===== config.mk =====
export PLATFORM = sky130hd
export DESIGN_NAME = tsw_task_switch
export DESIGN_NICKNAME = d
export VERILOG_FILES = /design/src/hdl/tsw_pkg.sv /design/src/hdl/tsw_task_switch.sv
export SDC_FILE = /design/constraint.sdc
export NUM_CORES = 2
export LEC_CHECK = 0
export BUFFER_PORTS_ARGS = -buffer_cell sky130_fd_sc_hd__buf_2
export CAP_MARGIN = 20
export CORE_ASPECT_RATIO = 1.75
export CORE_UTILIZATION = 45
export CTS_CLUSTER_SIZE = 10
export DETAILED_ROUTE_END_ITERATION = 10
export SLEW_MARGIN = 5
export SYNTH_ARGS = -nofsm -noshare
export SYNTH_HDL_FRONTEND = slang
export SYNTH_SLANG_ARGS = --single-unit

===== constraint.sdc =====
create_clock -name sys_clk -period 8.9 [get_ports sys_clk]
set_input_delay 0.445 -clock sys_clk [delete_from_list [all_inputs] [get_ports sys_clk]]
set_output_delay 0.445 -clock sys_clk [all_outputs]
set_load 0.1 [all_outputs]

===== src/hdl/tsw_pkg.sv =====
// constants, states and carriers of the task register and task switch unit
package tsw_pkg;

  // reset image of the task pointer
  localparam logic [15:0] TR_SEL_RST = 16'h0000;
  localparam logic [31:0] TR_BASE_RST = 32'h0000_0000;
  localparam logic [15:0] TR_LIMIT_RST = 16'hffff;
  localparam logic [15:0] TR_ATTR_RST = 16'h0000;

  // descriptor word 1 fields
  localparam int TYPE_LO = 8;
  localparam int SYS_BIT = 12;
  localparam int DPL_LO = 13;
  localparam int PRES_BIT = 15;
  localparam int GRAN_BIT = 23;
  localparam int BUSY_BIT = 9;
  localparam int ATTR_BUSY = 1;
  localparam logic [3:0] TYPE_TSS_IDLE = 4'h9;
  localparam logic [3:0] TYPE_TSS_BUSY = 4'hb;
  localparam logic [3:0] TYPE_TASK_GATE = 4'h5;
  localparam logic [19:0] TSS_MIN_LIMIT = 20'h00067;

  // selector fields
  localparam int SEL_TI = 2;
  localparam logic [2:0] SEL_LOW_ONES = 3'h7;

  // flags register field
  localparam int NT_BIT = 14;

  // state segment word indexes and probe offset
  localparam logic [4:0] W_LINK = 5'h00;
  localparam logic [4:0] W_FIRST_LOAD = 5'h07;
  localparam logic [4:0] W_FIRST_SAVE = 5'h08;
  localparam logic [4:0] W_FLAGS = 5'h09;
  localparam logic [4:0] W_LAST_SAVE = 5'h17;
  localparam logic [4:0] W_LAST_LOAD = 5'h18;
  localparam logic [31:0] TSS_TAIL_OFS = 32'h0000_0064;
  localparam logic [31:0] DESC_HI_OFS = 32'h0000_0004;
  localparam logic [4:0] PROBE_LAST = 5'h03;

  typedef enum logic [2:0] {
    OP_LTR, OP_STR, OP_JMP, OP_CALL, OP_SWINT, OP_HWINT, OP_EXC, OP_INTERRUPT_RETURN_INSTR
  } tsw_op_e;

  typedef enum logic [2:0] {F_NONE, F_GP, F_TS, F_NP, F_PF, F_SEG} tsw_fault_e;

  typedef enum logic [3:0] {
    S_IDLE, S_FIRST, S_LINKRD, S_DESC, S_CHECK, S_PROBE, S_OLDB, S_SAVE,
    S_LINKWR, S_NEWB, S_COMMIT, S_LOAD, S_QUAL
  } tsw_state_e;

  typedef struct packed {
    logic valid;
    tsw_op_e op;
    logic [15:0] operand;
    logic [1:0] current_privilege;
    logic [31:0] flags;
  } tsw_req_s;

  typedef struct packed {
    logic [31:0] gdt_base;
    logic [15:0] gdt_limit;
    logic [31:0] ldt_base;
    logic [15:0] ldt_limit;
    logic [31:0] idt_base;
    logic [15:0] idt_limit;
  } tsw_tbl_s;

  typedef struct packed {
    logic req;
    logic we;
    logic [31:0] addr;
    logic [31:0] wdata;
  } tsw_mem_s;

  typedef struct packed {
    logic valid;
    logic switched;
    logic fault;
    tsw_fault_e code;
    logic [15:0] sel;
    logic new_ctx;
  } tsw_resp_s;

  typedef struct packed {
    logic valid;
    logic [4:0] idx;
    logic [31:0] data;
  } tsw_ld_s;

  typedef struct packed {
    tsw_state_e state;
    tsw_op_e op;
    logic [1:0] current_privilege;
    logic [15:0] sel;
    logic [31:0] flags;
    logic [31:0] w0;
    logic [31:0] d1;
    logic phase;
    logic [4:0] cnt;
    logic committed;
    logic [15:0] tr_sel;
    logic [31:0] tr_base;
    logic [15:0] tr_limit;
    logic [15:0] tr_attr;
    logic ready;
    tsw_mem_s mem;
    tsw_resp_s resp;
    logic str_valid;
    logic [15:0] str_sel;
    tsw_ld_s ld;
    logic ts_set;
    logic qual_req;
  } tsw_st_s;

endpackage


===== src/hdl/tsw_task_switch.sv =====
// task register and hardware task switch sequencer
// How it works
// - task pointer keeps selector plus cached base, limit and attributes
// - only the selector is visible; cached descriptor stays internal
// - load instruction reads global descriptor, then sets selector and cache in the same cycle
// - load instruction only at privilege 0; otherwise changes only by switch
// - store instruction returns the selector at any privilege
// - reset clears selector and base, limit becomes ffff
// - task gate may sit anywhere; its selector is global, rpl ignored
// - gate jump or call needs privilege and rpl not above gate dpl
// - switch by jump/call to state descriptor or gate, or vector gate
// - interrupt return switches tasks when nested flag is set
// - new selector from operand, gate, or old segment link word
// - jump, call and soft interrupts check dpl; others skip it
// - new descriptor must be present with limit at least 67h
// - new task must be idle, or busy for interrupt return
// - old and new segments probed resident before any save
// - old busy cleared for jump and return, kept otherwise
// - return clears nested flag in saved flags copy only
// - save registers, selectors, flags copy and pointer at old base
// - call, interrupt, exception force nested flag in loaded flags
// - new busy set, or left set for interrupt return
// - after busy update the task pointer takes the new task
// - load new task state, then qualify segments in new context
// - idle type 1001b, busy type 1011b in descriptor
// - call, interrupt, exception write old selector into new link
// - fault before commit abandons switch, task pointer untouched
// - each completed switch pulses the task switched flag
`timescale 1ns/1ps

module tsw_task_switch (
  input wire logic sys_clk,
  input wire logic rst_n,
  input wire tsw_pkg::tsw_req_s req_i,
  output logic req_ready,
  input wire tsw_pkg::tsw_tbl_s tbl_i,
  output tsw_pkg::tsw_mem_s mem_o,
  input wire logic mem_ack,
  input wire logic mem_fault,
  input wire logic [31:0] mem_rdata,
  output logic [4:0] ctx_idx,
  input wire logic [31:0] ctx_rdata,
  output tsw_pkg::tsw_ld_s ld_o,
  output logic qual_req,
  input wire logic qual_ack,
  input wire logic qual_fault,
  output tsw_pkg::tsw_resp_s resp_o,
  output logic str_valid,
  output logic [15:0] current_task_selector,
  output logic task_switched_flag_set
);
  import tsw_pkg::*;

  tsw_st_s s_q;
  tsw_st_s s_d;

  // start a memory read
  function automatic tsw_st_s rd(input tsw_st_s x, input logic [31:0] a);
    tsw_st_s y;
    y = x;
    y.mem.req = 1'b1;
    y.mem.we = 1'b0;
    y.mem.addr = a;
    y.mem.wdata = 32'h0000_0000;
    return y;
  endfunction

  // start a memory write
  function automatic tsw_st_s wr(input tsw_st_s x, input logic [31:0] a,
                                 input logic [31:0] d);
    tsw_st_s y;
    y = x;
    y.mem.req = 1'b1;
    y.mem.we = 1'b1;
    y.mem.addr = a;
    y.mem.wdata = d;
    return y;
  endfunction

  // abandon or finish with a fault report
  function automatic tsw_st_s fail(input tsw_st_s x, input tsw_fault_e c,
                                   input logic [15:0] sel);
    tsw_st_s y;
    y = x;
    y.mem.req = 1'b0;
    y.qual_req = 1'b0;
    y.resp.valid = 1'b1;
    y.resp.switched = x.committed;
    y.resp.fault = 1'b1;
    y.resp.code = c;
    y.resp.sel = sel;
    y.resp.new_ctx = x.committed;
    y.committed = 1'b0;
    y.state = S_IDLE;
    return y;
  endfunction

  // descriptor address of a selector in a table
  function automatic logic [31:0] dadr(input logic [31:0] base,
                                       input logic [15:0] sel);
    return base + {16'h0000, sel[15:3], 3'h0};
  endfunction

  // selector fits inside table limit
  function automatic logic in_tbl(input logic [15:0] lim, input logic [15:0] sel);
    return {sel[15:3], SEL_LOW_ONES} <= lim;
  endfunction

  logic via_ldt;
  logic [1:0] d_dpl;
  logic [3:0] d_type;
  logic [19:0] d_lim;
  logic nest_op;
  logic [31:0] new_base;
  logic [31:0] old_hi;

  // decoded fields of the descriptor being handled
  always_comb begin
    via_ldt = s_q.sel[SEL_TI];
    d_dpl = mem_rdata[DPL_LO +: 2];
    d_type = mem_rdata[TYPE_LO +: 4];
    d_lim = {s_q.d1[19:16], s_q.w0[15:0]};
    nest_op = (s_q.op == OP_CALL) || (s_q.op == OP_SWINT) || (s_q.op == OP_HWINT) ||
              (s_q.op == OP_EXC);
    new_base = {s_q.d1[31:24], s_q.d1[7:0], s_q.w0[31:16]};
    old_hi = {s_q.tr_base[31:24], s_q.tr_attr, s_q.tr_base[23:16]};
  end

  // sequencer next state
  always_comb begin
    s_d = s_q;
    s_d.resp.valid = 1'b0;
    s_d.str_valid = 1'b0;
    s_d.ld.valid = 1'b0;
    s_d.ts_set = 1'b0;
    case (s_q.state)
      S_IDLE: begin
        s_d.ready = 1'b1;
        if (req_i.valid && s_q.ready) begin
          s_d.ready = 1'b0;
          s_d.op = req_i.op;
          s_d.current_privilege = req_i.current_privilege;
          s_d.sel = req_i.operand;
          s_d.flags = req_i.flags;
          s_d.phase = 1'b0;
          s_d.committed = 1'b0;
          s_d.resp.switched = 1'b0;
          s_d.resp.fault = 1'b0;
          s_d.resp.code = F_NONE;
          s_d.resp.new_ctx = 1'b0;
          s_d.resp.sel = req_i.operand;
          case (req_i.op)
            OP_STR: begin
              s_d.str_valid = 1'b1;
              s_d.str_sel = s_q.tr_sel;
              s_d.resp.valid = 1'b1;
            end
            OP_LTR: begin
              if (req_i.current_privilege != 2'h0 || req_i.operand[SEL_TI] ||
                  !in_tbl(tbl_i.gdt_limit, req_i.operand)) begin
                s_d = fail(s_d, F_GP, req_i.operand);
              end else begin
                s_d = rd(s_d, dadr(tbl_i.gdt_base, req_i.operand));
                s_d.state = S_DESC;
              end
            end
            OP_JMP, OP_CALL: begin
              if (req_i.operand[SEL_TI] ? !in_tbl(tbl_i.ldt_limit, req_i.operand) :
                  !in_tbl(tbl_i.gdt_limit, req_i.operand)) begin
                s_d = fail(s_d, F_GP, req_i.operand);
              end else begin
                s_d = rd(s_d, dadr(req_i.operand[SEL_TI] ? tbl_i.ldt_base :
                                   tbl_i.gdt_base, req_i.operand));
                s_d.state = S_FIRST;
              end
            end
            OP_SWINT, OP_HWINT, OP_EXC: begin
              if (!in_tbl(tbl_i.idt_limit, {req_i.operand[12:0], 3'h0})) begin
                s_d = fail(s_d, F_GP, req_i.operand);
              end else begin
                s_d = rd(s_d, tbl_i.idt_base + {16'h0000, req_i.operand[12:0], 3'h0});
                s_d.sel = {req_i.operand[12:0], 3'h0};
                s_d.state = S_FIRST;
              end
            end
            OP_INTERRUPT_RETURN_INSTR: begin
              if (!req_i.flags[NT_BIT]) begin
                s_d.resp.valid = 1'b1;
              end else begin
                s_d.flags[NT_BIT] = 1'b0;
                s_d = rd(s_d, s_q.tr_base);
                s_d.state = S_LINKRD;
              end
            end
            default: s_d.resp.valid = 1'b1;
          endcase
        end
      end
      S_FIRST, S_DESC: begin
        if (mem_ack && mem_fault) begin
          s_d = fail(s_q, F_PF, s_q.sel);
        end else if (mem_ack && !s_q.phase) begin
          s_d.w0 = mem_rdata;
          s_d.phase = 1'b1;
          s_d = rd(s_d, s_q.mem.addr + DESC_HI_OFS);
        end else if (mem_ack) begin
          s_d.phase = 1'b0;
          s_d.mem.req = 1'b0;
          s_d.d1 = mem_rdata;
          s_d.state = S_CHECK;
          if (s_q.state == S_FIRST && d_type == TYPE_TASK_GATE && !mem_rdata[SYS_BIT]) begin
            if (!mem_rdata[PRES_BIT]) begin
              s_d = fail(s_q, F_NP, s_q.sel);
            end else if ((s_q.op == OP_JMP || s_q.op == OP_CALL) &&
                         (s_q.current_privilege > d_dpl || s_q.sel[1:0] > d_dpl)) begin
              s_d = fail(s_q, F_GP, s_q.sel);
            end else if (s_q.op == OP_SWINT && s_q.current_privilege > d_dpl) begin
              s_d = fail(s_q, F_GP, s_q.sel);
            end else if (s_q.w0[16 + SEL_TI] || !in_tbl(tbl_i.gdt_limit, s_q.w0[31:16])) begin
              s_d = fail(s_q, F_GP, s_q.w0[31:16]);
            end else begin
              s_d.sel = {s_q.w0[31:18], 2'h0};
              s_d = rd(s_d, dadr(tbl_i.gdt_base, s_q.w0[31:16]));
              s_d.state = S_DESC;
            end
          end else if (s_q.state == S_FIRST &&
                       (s_q.op == OP_SWINT || s_q.op == OP_HWINT || s_q.op == OP_EXC ||
                        via_ldt)) begin
            s_d = fail(s_q, F_GP, s_q.sel);
          end else if (s_q.state == S_FIRST && (s_q.current_privilege > d_dpl || s_q.sel[1:0] > d_dpl)) begin
            s_d = fail(s_q, F_GP, s_q.sel);
          end
        end
      end
      S_LINKRD: begin
        if (mem_ack && mem_fault) begin
          s_d = fail(s_q, F_PF, s_q.tr_sel);
        end else if (mem_ack) begin
          s_d.sel = mem_rdata[15:0];
          if (mem_rdata[SEL_TI] || !in_tbl(tbl_i.gdt_limit, mem_rdata[15:0])) begin
            s_d = fail(s_q, F_TS, mem_rdata[15:0]);
          end else begin
            s_d = rd(s_d, dadr(tbl_i.gdt_base, mem_rdata[15:0]));
            s_d.state = S_DESC;
          end
        end
      end
      S_CHECK: begin
        if (s_q.d1[SYS_BIT] || (s_q.d1[TYPE_LO +: 4] != TYPE_TSS_IDLE &&
                                s_q.d1[TYPE_LO +: 4] != TYPE_TSS_BUSY)) begin
          s_d = fail(s_q, (s_q.op == OP_INTERRUPT_RETURN_INSTR) ? F_TS : F_GP, s_q.sel);
        end else if (!s_q.d1[PRES_BIT]) begin
          s_d = fail(s_q, F_NP, s_q.sel);
        end else if (!s_q.d1[GRAN_BIT] && d_lim < TSS_MIN_LIMIT) begin
          s_d = fail(s_q, F_TS, s_q.sel);
        end else if ((s_q.op == OP_INTERRUPT_RETURN_INSTR) != s_q.d1[BUSY_BIT]) begin
          s_d = fail(s_q, (s_q.op == OP_INTERRUPT_RETURN_INSTR) ? F_TS : F_GP, s_q.sel);
        end else if (s_q.op == OP_LTR) begin
          s_d.state = S_COMMIT;
        end else begin
          s_d.cnt = 5'h00;
          s_d = rd(s_d, s_q.tr_base);
          s_d.state = S_PROBE;
        end
      end
      S_PROBE: begin
        if (mem_ack && mem_fault) begin
          s_d = fail(s_q, F_PF, s_q.cnt[1] ? s_q.sel : s_q.tr_sel);
        end else if (mem_ack && s_q.cnt == PROBE_LAST) begin
          s_d.mem.req = 1'b0;
          s_d.state = S_OLDB;
        end else if (mem_ack) begin
          s_d.cnt = s_q.cnt + 5'h01;
          // next probe: old base, old tail, new base, new tail
          s_d = rd(s_d, ((s_q.cnt[1:0] != 2'h0) ? new_base : s_q.tr_base) +
                        (s_q.cnt[0] ? 32'h0000_0000 : TSS_TAIL_OFS));
        end
      end
      S_OLDB: begin
        if (!s_q.mem.req && (s_q.op == OP_JMP || s_q.op == OP_INTERRUPT_RETURN_INSTR)) begin
          s_d = wr(s_d, dadr(tbl_i.gdt_base, s_q.tr_sel) + DESC_HI_OFS,
                   old_hi & ~(32'h1 << BUSY_BIT));
        end else if (!s_q.mem.req || mem_ack) begin
          s_d.mem.req = 1'b0;
          s_d.cnt = W_FIRST_SAVE;
          s_d.state = S_SAVE;
          if (mem_ack && mem_fault) begin
            s_d = fail(s_q, F_PF, s_q.tr_sel);
          end
        end
      end
      S_SAVE: begin
        if (!s_q.mem.req) begin
          s_d = wr(s_d, s_q.tr_base + {25'h0, s_q.cnt, 2'h0},
                   (s_q.cnt == W_FLAGS) ? s_q.flags : ctx_rdata);
        end else if (mem_ack && mem_fault) begin
          s_d = fail(s_q, F_PF, s_q.tr_sel);
        end else if (mem_ack) begin
          s_d.mem.req = 1'b0;
          s_d.cnt = s_q.cnt + 5'h01;
          if (s_q.cnt == W_LAST_SAVE) begin
            s_d.state = nest_op ? S_LINKWR : S_NEWB;
          end
        end
      end
      S_LINKWR: begin
        if (!s_q.mem.req) begin
          s_d = wr(s_d, new_base, {16'h0000, s_q.tr_sel});
        end else if (mem_ack && mem_fault) begin
          s_d = fail(s_q, F_PF, s_q.sel);
        end else if (mem_ack) begin
          s_d.mem.req = 1'b0;
          s_d.state = S_NEWB;
        end
      end
      S_NEWB: begin
        if (!s_q.mem.req && s_q.op != OP_INTERRUPT_RETURN_INSTR) begin
          s_d.d1[BUSY_BIT] = 1'b1;
          s_d = wr(s_d, dadr(tbl_i.gdt_base, s_q.sel) + DESC_HI_OFS,
                   s_q.d1 | (32'h1 << BUSY_BIT));
        end else if (!s_q.mem.req || mem_ack) begin
          s_d.mem.req = 1'b0;
          s_d.state = S_COMMIT;
          if (mem_ack && mem_fault) begin
            s_d = fail(s_q, F_PF, s_q.sel);
          end
        end
      end
      S_COMMIT: begin
        s_d.tr_sel = s_q.sel;
        s_d.tr_base = new_base;
        s_d.tr_limit = s_q.w0[15:0];
        s_d.tr_attr = s_q.d1[23:8];
        if (s_q.op == OP_LTR) begin
          s_d.resp.valid = 1'b1;
          s_d.state = S_IDLE;
        end else begin
          s_d.committed = 1'b1;
          s_d.ts_set = 1'b1;
          s_d.cnt = W_FIRST_LOAD;
          s_d = rd(s_d, new_base + {25'h0, W_FIRST_LOAD, 2'h0});
          s_d.state = S_LOAD;
        end
      end
      S_LOAD: begin
        if (mem_ack && mem_fault) begin
          s_d = fail(s_q, F_PF, s_q.sel);
        end else if (mem_ack) begin
          s_d.ld.valid = 1'b1;
          s_d.ld.idx = s_q.cnt;
          s_d.ld.data = mem_rdata;
          if (s_q.cnt == W_FLAGS && nest_op) begin
            s_d.ld.data[NT_BIT] = 1'b1;
          end
          s_d.cnt = s_q.cnt + 5'h01;
          s_d = rd(s_d, new_base + {25'h0, s_q.cnt + 5'h01, 2'h0});
          if (s_q.cnt == W_LAST_LOAD) begin
            s_d.mem.req = 1'b0;
            s_d.state = S_QUAL;
          end
        end
      end
      S_QUAL: begin
        if (!s_q.qual_req) begin
          s_d.qual_req = 1'b1;
        end else if (qual_ack && qual_fault) begin
          s_d = fail(s_q, F_SEG, s_q.sel);
        end else if (qual_ack) begin
          s_d.qual_req = 1'b0;
          s_d.resp.valid = 1'b1;
          s_d.resp.switched = 1'b1;
          s_d.committed = 1'b0;
          s_d.state = S_IDLE;
        end
      end
      default: s_d.state = S_IDLE;
    endcase
  end

  // state register, reset image of the task pointer
  always_ff @(posedge sys_clk or negedge rst_n) begin
    if (!rst_n) begin
      s_q <= '0;
      s_q.state <= S_IDLE;
      s_q.tr_sel <= TR_SEL_RST;
      s_q.tr_base <= TR_BASE_RST;
      s_q.tr_limit <= TR_LIMIT_RST;
      s_q.tr_attr <= TR_ATTR_RST;
    end else begin
      s_q <= s_d;
    end
  end

  // outputs straight from the state register
  assign req_ready = s_q.ready;
  assign mem_o = s_q.mem;
  assign ctx_idx = s_q.cnt;
  assign ld_o = s_q.ld;
  assign qual_req = s_q.qual_req;
  assign resp_o = s_q.resp;
  assign str_valid = s_q.str_valid;
  assign current_task_selector = s_q.str_sel;
  assign task_switched_flag_set = s_q.ts_set;

endmodule


* Word-level counts from Yosys, hierarchy flattened
Index checks and enable logic that the tools add are counted.
** Word-level totals
- Bits in registers :: 339
** Operators by class
- Equal/unequal tests :: 142
- Order comparisons :: 8
- $add $sub $neg :: 15
- Reductions and logical operators :: 75
- Muxes and demuxes :: 88
- Bitwise gates (word level) :: 18
** Operators with widths (number)
- two-way mux 355 bit :: 22
- case mux 351 bit (12 select lines) :: 1
- two-way mux 353 bit :: 6
- case mux 275 bit (4 select lines) :: 1
- two-way mux 354 bit :: 3
- two-way mux 352 bit :: 2
- two-way mux 233 bit :: 2
- two-way mux 275 bit :: 1
- adder 32 x 16 -> 32 bit :: 7
- two-way mux 205 bit :: 1
- two-way mux 82 bit :: 2
- two-way mux 80 bit :: 2
- two-way mux 153 bit :: 1
- two-way mux 145 bit :: 1
- case mux 40 bit (3 select lines) :: 1
- inequality test 3 bit (second input constant) :: 37
- inequality test 2 bit (second input constant) :: 50
- adder 32 x 3 -> 32 bit (second input constant) :: 3
- adder 32 x 7 -> 32 bit :: 3
- two-way mux 32 bit :: 3
- AND reduction 24 bit :: 4
- case mux 17 bit (5 select lines) :: 1
- less-or-equal comparator 16 bit :: 5
- two-way mux 77 bit :: 1
- other kinds (53) :: 186

* Logic depth before layout (Yosys ltp)
- Word-level depth :: 12
- Depth in mapped cells :: 22
- Mapped depth without buffers :: 15

* Worst setup path before layout
No wires, ideal clock.
- Kind :: register to register
- Start point :: register s_q, in the netlist ctx_idx[0]
- End point :: register s_q, in the netlist mem_o[53]
- Arrival time :: 4.895 ns
- Data required time :: 8.758 ns
- Stages on the path, launching flop included :: 19
- Clock period less this slack :: 5.037 ns
- Setup slack :: 3.863 ns
- Cell sequence :: dfrtp_1 inv_1 ha_1 buf_2 buf_2 buf_2 buf_2 buf_1 clkbuf_1 mux2_2 ha_1 o2111ai_1 a211oi_2 a31o_2 a21oi_1 or4_1 a221o_1 a2111oi_2 a41oi_1
** On the way
- Cells in the longest elaborated chain, start to end :: 7
- Elaborated cells between the ends (all ways) :: 18
- Classes of those cells :: add/sub: 4; eq/ne: 2; mux: 9; reduce/logical: 3
** Ends and longest elaborated chain
- start, declared :: RTL line tsw_task_switch.sv:54 : tsw_st_s s_q;
- branches (longest 7 deep; another with adder 32 x 7 -> 32 bit)
Several ways; the timed one is not identified. The select of a mux whose other input is x is not followed.
A chain may end at the register's enable or synchronous reset.

* Worst setup path after layout
- Start point :: register s_q, in the netlist ctx_idx[0]
- End point :: register s_q, in the netlist mem_o[61]
The elaborated chain is that of the path after synthesis.

==> results.toml <==
[yosys]
synth_cell_types = 95
synth_top_cell_area_share_pct = 26.8
synth-seq-cells = 338
ys_warn_count = 0
synth_largest_area_cell = "dfrtp_1"
synthArstFlopShare_pct = 100
synth_top_family_by_area = "compound AO/OA/AOI/OAI gates"
synthCells = 4097
synth_compound_area_share_pct = 24.8
syn_area_per_cell_um2 = 7.71
synth_seq_area_share_pct = 26.8
yosysMostFrequentCell = "nand2_1"
synth.area.top_cells = "dfrtp_1, nand2_1, ha_1"
synth-simple-area-share_pct = 22.1
synth_fa_ha_area_share_pct = 7.74
synthFlopType = "dfrtp_1"
syn-num-nets = 4555
yosys-top-cells-count = "nand2_1, dfrtp_1, o21ai_0"
synthXorXnorAreaFrac_pct = 6.19
synthesis.area_um2 = 31600
synth_mux_area_share_pct = 4.26
synth_edf_count = 0

[floorplan]
initial_core_util_pct = 45.4
die_area_um2 = 71300
num_rows = 128
design.core.area_um2 = 69500
die_y_um = 352
die_w_um = 202
top_level_ports = 420

[global_route]
antenna_found_initial = 7
grt_pass1_vias = 33800
grt_util_all_layers_pct = 44.6
grt_pass1_wl_um = 233000
grt_overflow = 0
grt_max_degree = 85

[worst_setup_path]
cp.arrival_ps = 5510
critical_path_class = "reg -> reg"
slowest_stage = "a211oi_2"
cp_max_fo = 67
crit_chain = "inv_1 > ha_2 > buf_4 > mux2_2 > ha_1 > o2111ai_1 > a211oi_2 > nand4b_1 > xor2_1 > a221oi_1 > o211ai_1 > a2111oi_2 > a31oi_1"
ff2ff_path_depth = 13
r2r-start = "ctx_idx[0]"
r2r_setup_slack_ps = 3890
r2r_end = "mem_o[61]"
worstSetupStartpointType = "flip-flop"
end_kind = "flip-flop"
required_ps = 9400
cp_slowest_stage_delay_ps = 800

[sta]
hold_viol_final = 0
max_freq_ghz = 0.200
finalSetupTns_ps = 0
tightest_slew_ps = 1290
finalMaxSlewViolations = 0
period_needed_ps = 5010
slew_headroom_pct = 13.3
period_share_pct = 56.3
rsz0062_at_grt = "false"
hold-worst-slack_ps = 31.7
setup-violations-final = 0
fin_skew_ps = 51.3

[power_and_ir_drop]
vdd_drop_max_mv = 0.218
power_frac_seq_pct = 29.2
intPower_uw = 4460
swShare_pct = 56.2
power_frac_comb_pct = 55.0
switchingPower_uw = 5730
p_per_area_nw_per_um2 = 294
p_leak_uw = 0.0158
clkPwrFrac_pct = 15.7

[run_status]
status = "completed"

[clock_tree]
cts_buffer_depth = 3
tritoncts = "done"
clk_pin_slew_ps = 60
post-cts-setup-buffer-count = 0
cts-resized-gates = 0
clock_latency_ps = 640
numCtsBuffers = 41
clockRootBuffer = "clkbuf_16"
h-tree-depth = 2
cts.sinks = 338

[routing]
post_drt_wl_per_cell_um = 31.4
ant_nets = 0
route.detailed.drc = 0
viasPerCell = 6.64
dr.pass1.iters = 7
drt_iter0_drc = 3695
vias = 34300
wirelength_um = 162000

[hold_path]
hold_end = "s_q[313]"
worst_hold_path_type = "in -> reg"
hp-start = "req_i[15]"
min_path_cells = 3

[job]
cap_viol_max_count = 0

[cells_and_area]
syn_to_final_growth_pct = 9.61
drive_gt1_share_pct = 15.8
nets = 4695

[place]
numPortBuffers = 419
dp_hpwl_um = 122000
gp_congestion = 1.06
[through the flow]
stage / util (%) / setup slack, ps / total power, µW / area (µm²) / std cells
4_1_cts: 49.8 / 3960 / 10000 / 34600 / 5156
3_3_place_gp: 48.1 / 4020 / 8390 / 33400 / 5103
3_5_place_dp: 48.1 / 3960 / 8410 / 33400 / 5103
5_1_grt: 49.8 / 3610 / 10600 / 34600 / 5157
6_report: 49.8 / 3890 / 10200 / 34600 / 5160
2_1_floorplan: - / 3860 / 6690 / 31600 / 4097
[cells by family after synthesis]
| logic type | after synthesis |
|---|---|
| xor gates and xnor gates | 223 |
| AOI/OAI and AO/OA | 1152 |
| adders and majority gates | 190 |
| muxes | 127 |
| DFF | 338 |
| and+or+nand+nor | 1551 |
| buffers and inverters | 516 |
[flip-flops by register name, indices dropped and copies added (netlist names), 5 cells and up]
| register | cells |
|---|---|
| ctx_idx | 5 |
| current_task_selector | 16 |
| d_lim | 20 |
| ld_o | 38 |
| mem_o | 66 |
| new_base | 32 |
| old_hi | 31 |
| resp_o | 23 |
| s_q | 103 |
[power by group through the flow]
stage	logic (µW)	registers [µW]	clock network, µW
after global placement	5460	2930	0
after CTS	5500	2910	1620
final	5610	2980	1600
after global routing	5900	3000	1660
after detailed placement	5480	2940	0
after floorplan	4290	2400	0
[critical path: cells and delay by family (launching register included)]
kind / cells / cell delay, ps
and+or+nand+nor: 1 / 270
DFF: 1 / 450
muxes: 1 / 410
xor gates and xnor gates: 1 / 230
adders and majority gates: 2 / 550
AOI/OAI and AO/OA: 6 / 2110
buffers and inverters: 2 / 840
[timing repair]
item	CTS	global route
setup endpoints to repair	0	0
hold buffers	1	0
hold endpoints to repair	82	0
[layout by cell type, fill, tap and decap left out, drive strengths merged, types with 17 or more instances in the layout]
cell type  synthesis  routed
o221ai            22      22
nand2            837     837
clkbuf           190      44
a221o             37      37
mux2i             67      67
or3               22      22
a221oi            20      20
a31oi             51      51
and3              36      36
a211oi            53      53
o22ai             20      20
a222oi            29      29
a2111oi           17      17
a211o             19      19
nor2             205     205
nor4              38      38
xnor2            138     138
buf              212     498
dfrtp            338     338
nand2b            31      31
o211ai            56      56
nand4             53      53
nor2b             27      27
o2111ai           37      37
mux2              60      60
ha               181     181
o21ai            295     295
a21oi            216     216
a22oi             60      60
a21o              40      40
nor3              88      88
nand3            122     122
o31ai             22      22
xor2              85      85
o21a              23      23
inv              112     113
and2              24      24
[layer usage]
layer	up-vias	global-route usage, %	part of all wire [%]
met5	-	0	0.035
li1	15000	-	-
met2	2109	73.4	47
met3	702	8.55	8.7
met1	16400	48.9	34
met4	8	39.4	10
[cell type report]
| type | instances | area [µm²] |
|---|---|---|
| clock inverter | 8 | 119 |
| clock buffer | 44 | 1050 |
| sequential | 338 | 8460 |
| inverter | 114 | 428 |
| multi-input combinational | 3243 | 20700 |
| fill | 7165 | 34900 |
| antenna | 4 | 10.0 |
| timing repair buffer | 499 | 2710 |
| tap | 910 | 1140 |
[worst max path at each step]
| stage | from | to | cells past startpoint |
|---|---|---|---|
| finish | ctx_idx[0] | mem_o[61] | 13 |
| detailed placement | ctx_idx[0] | mem_o[53] | 13 |
| global placement | ctx_idx[0] | mem_o[53] | 13 |
| floorplan | ctx_idx[0] | mem_o[53] | 18 |
| global route | ctx_idx[0] | mem_o[61] | 13 |
| CTS | ctx_idx[0] | mem_o[61] | 13 |
Note: power is estimated with default switching activity, not from simulation.
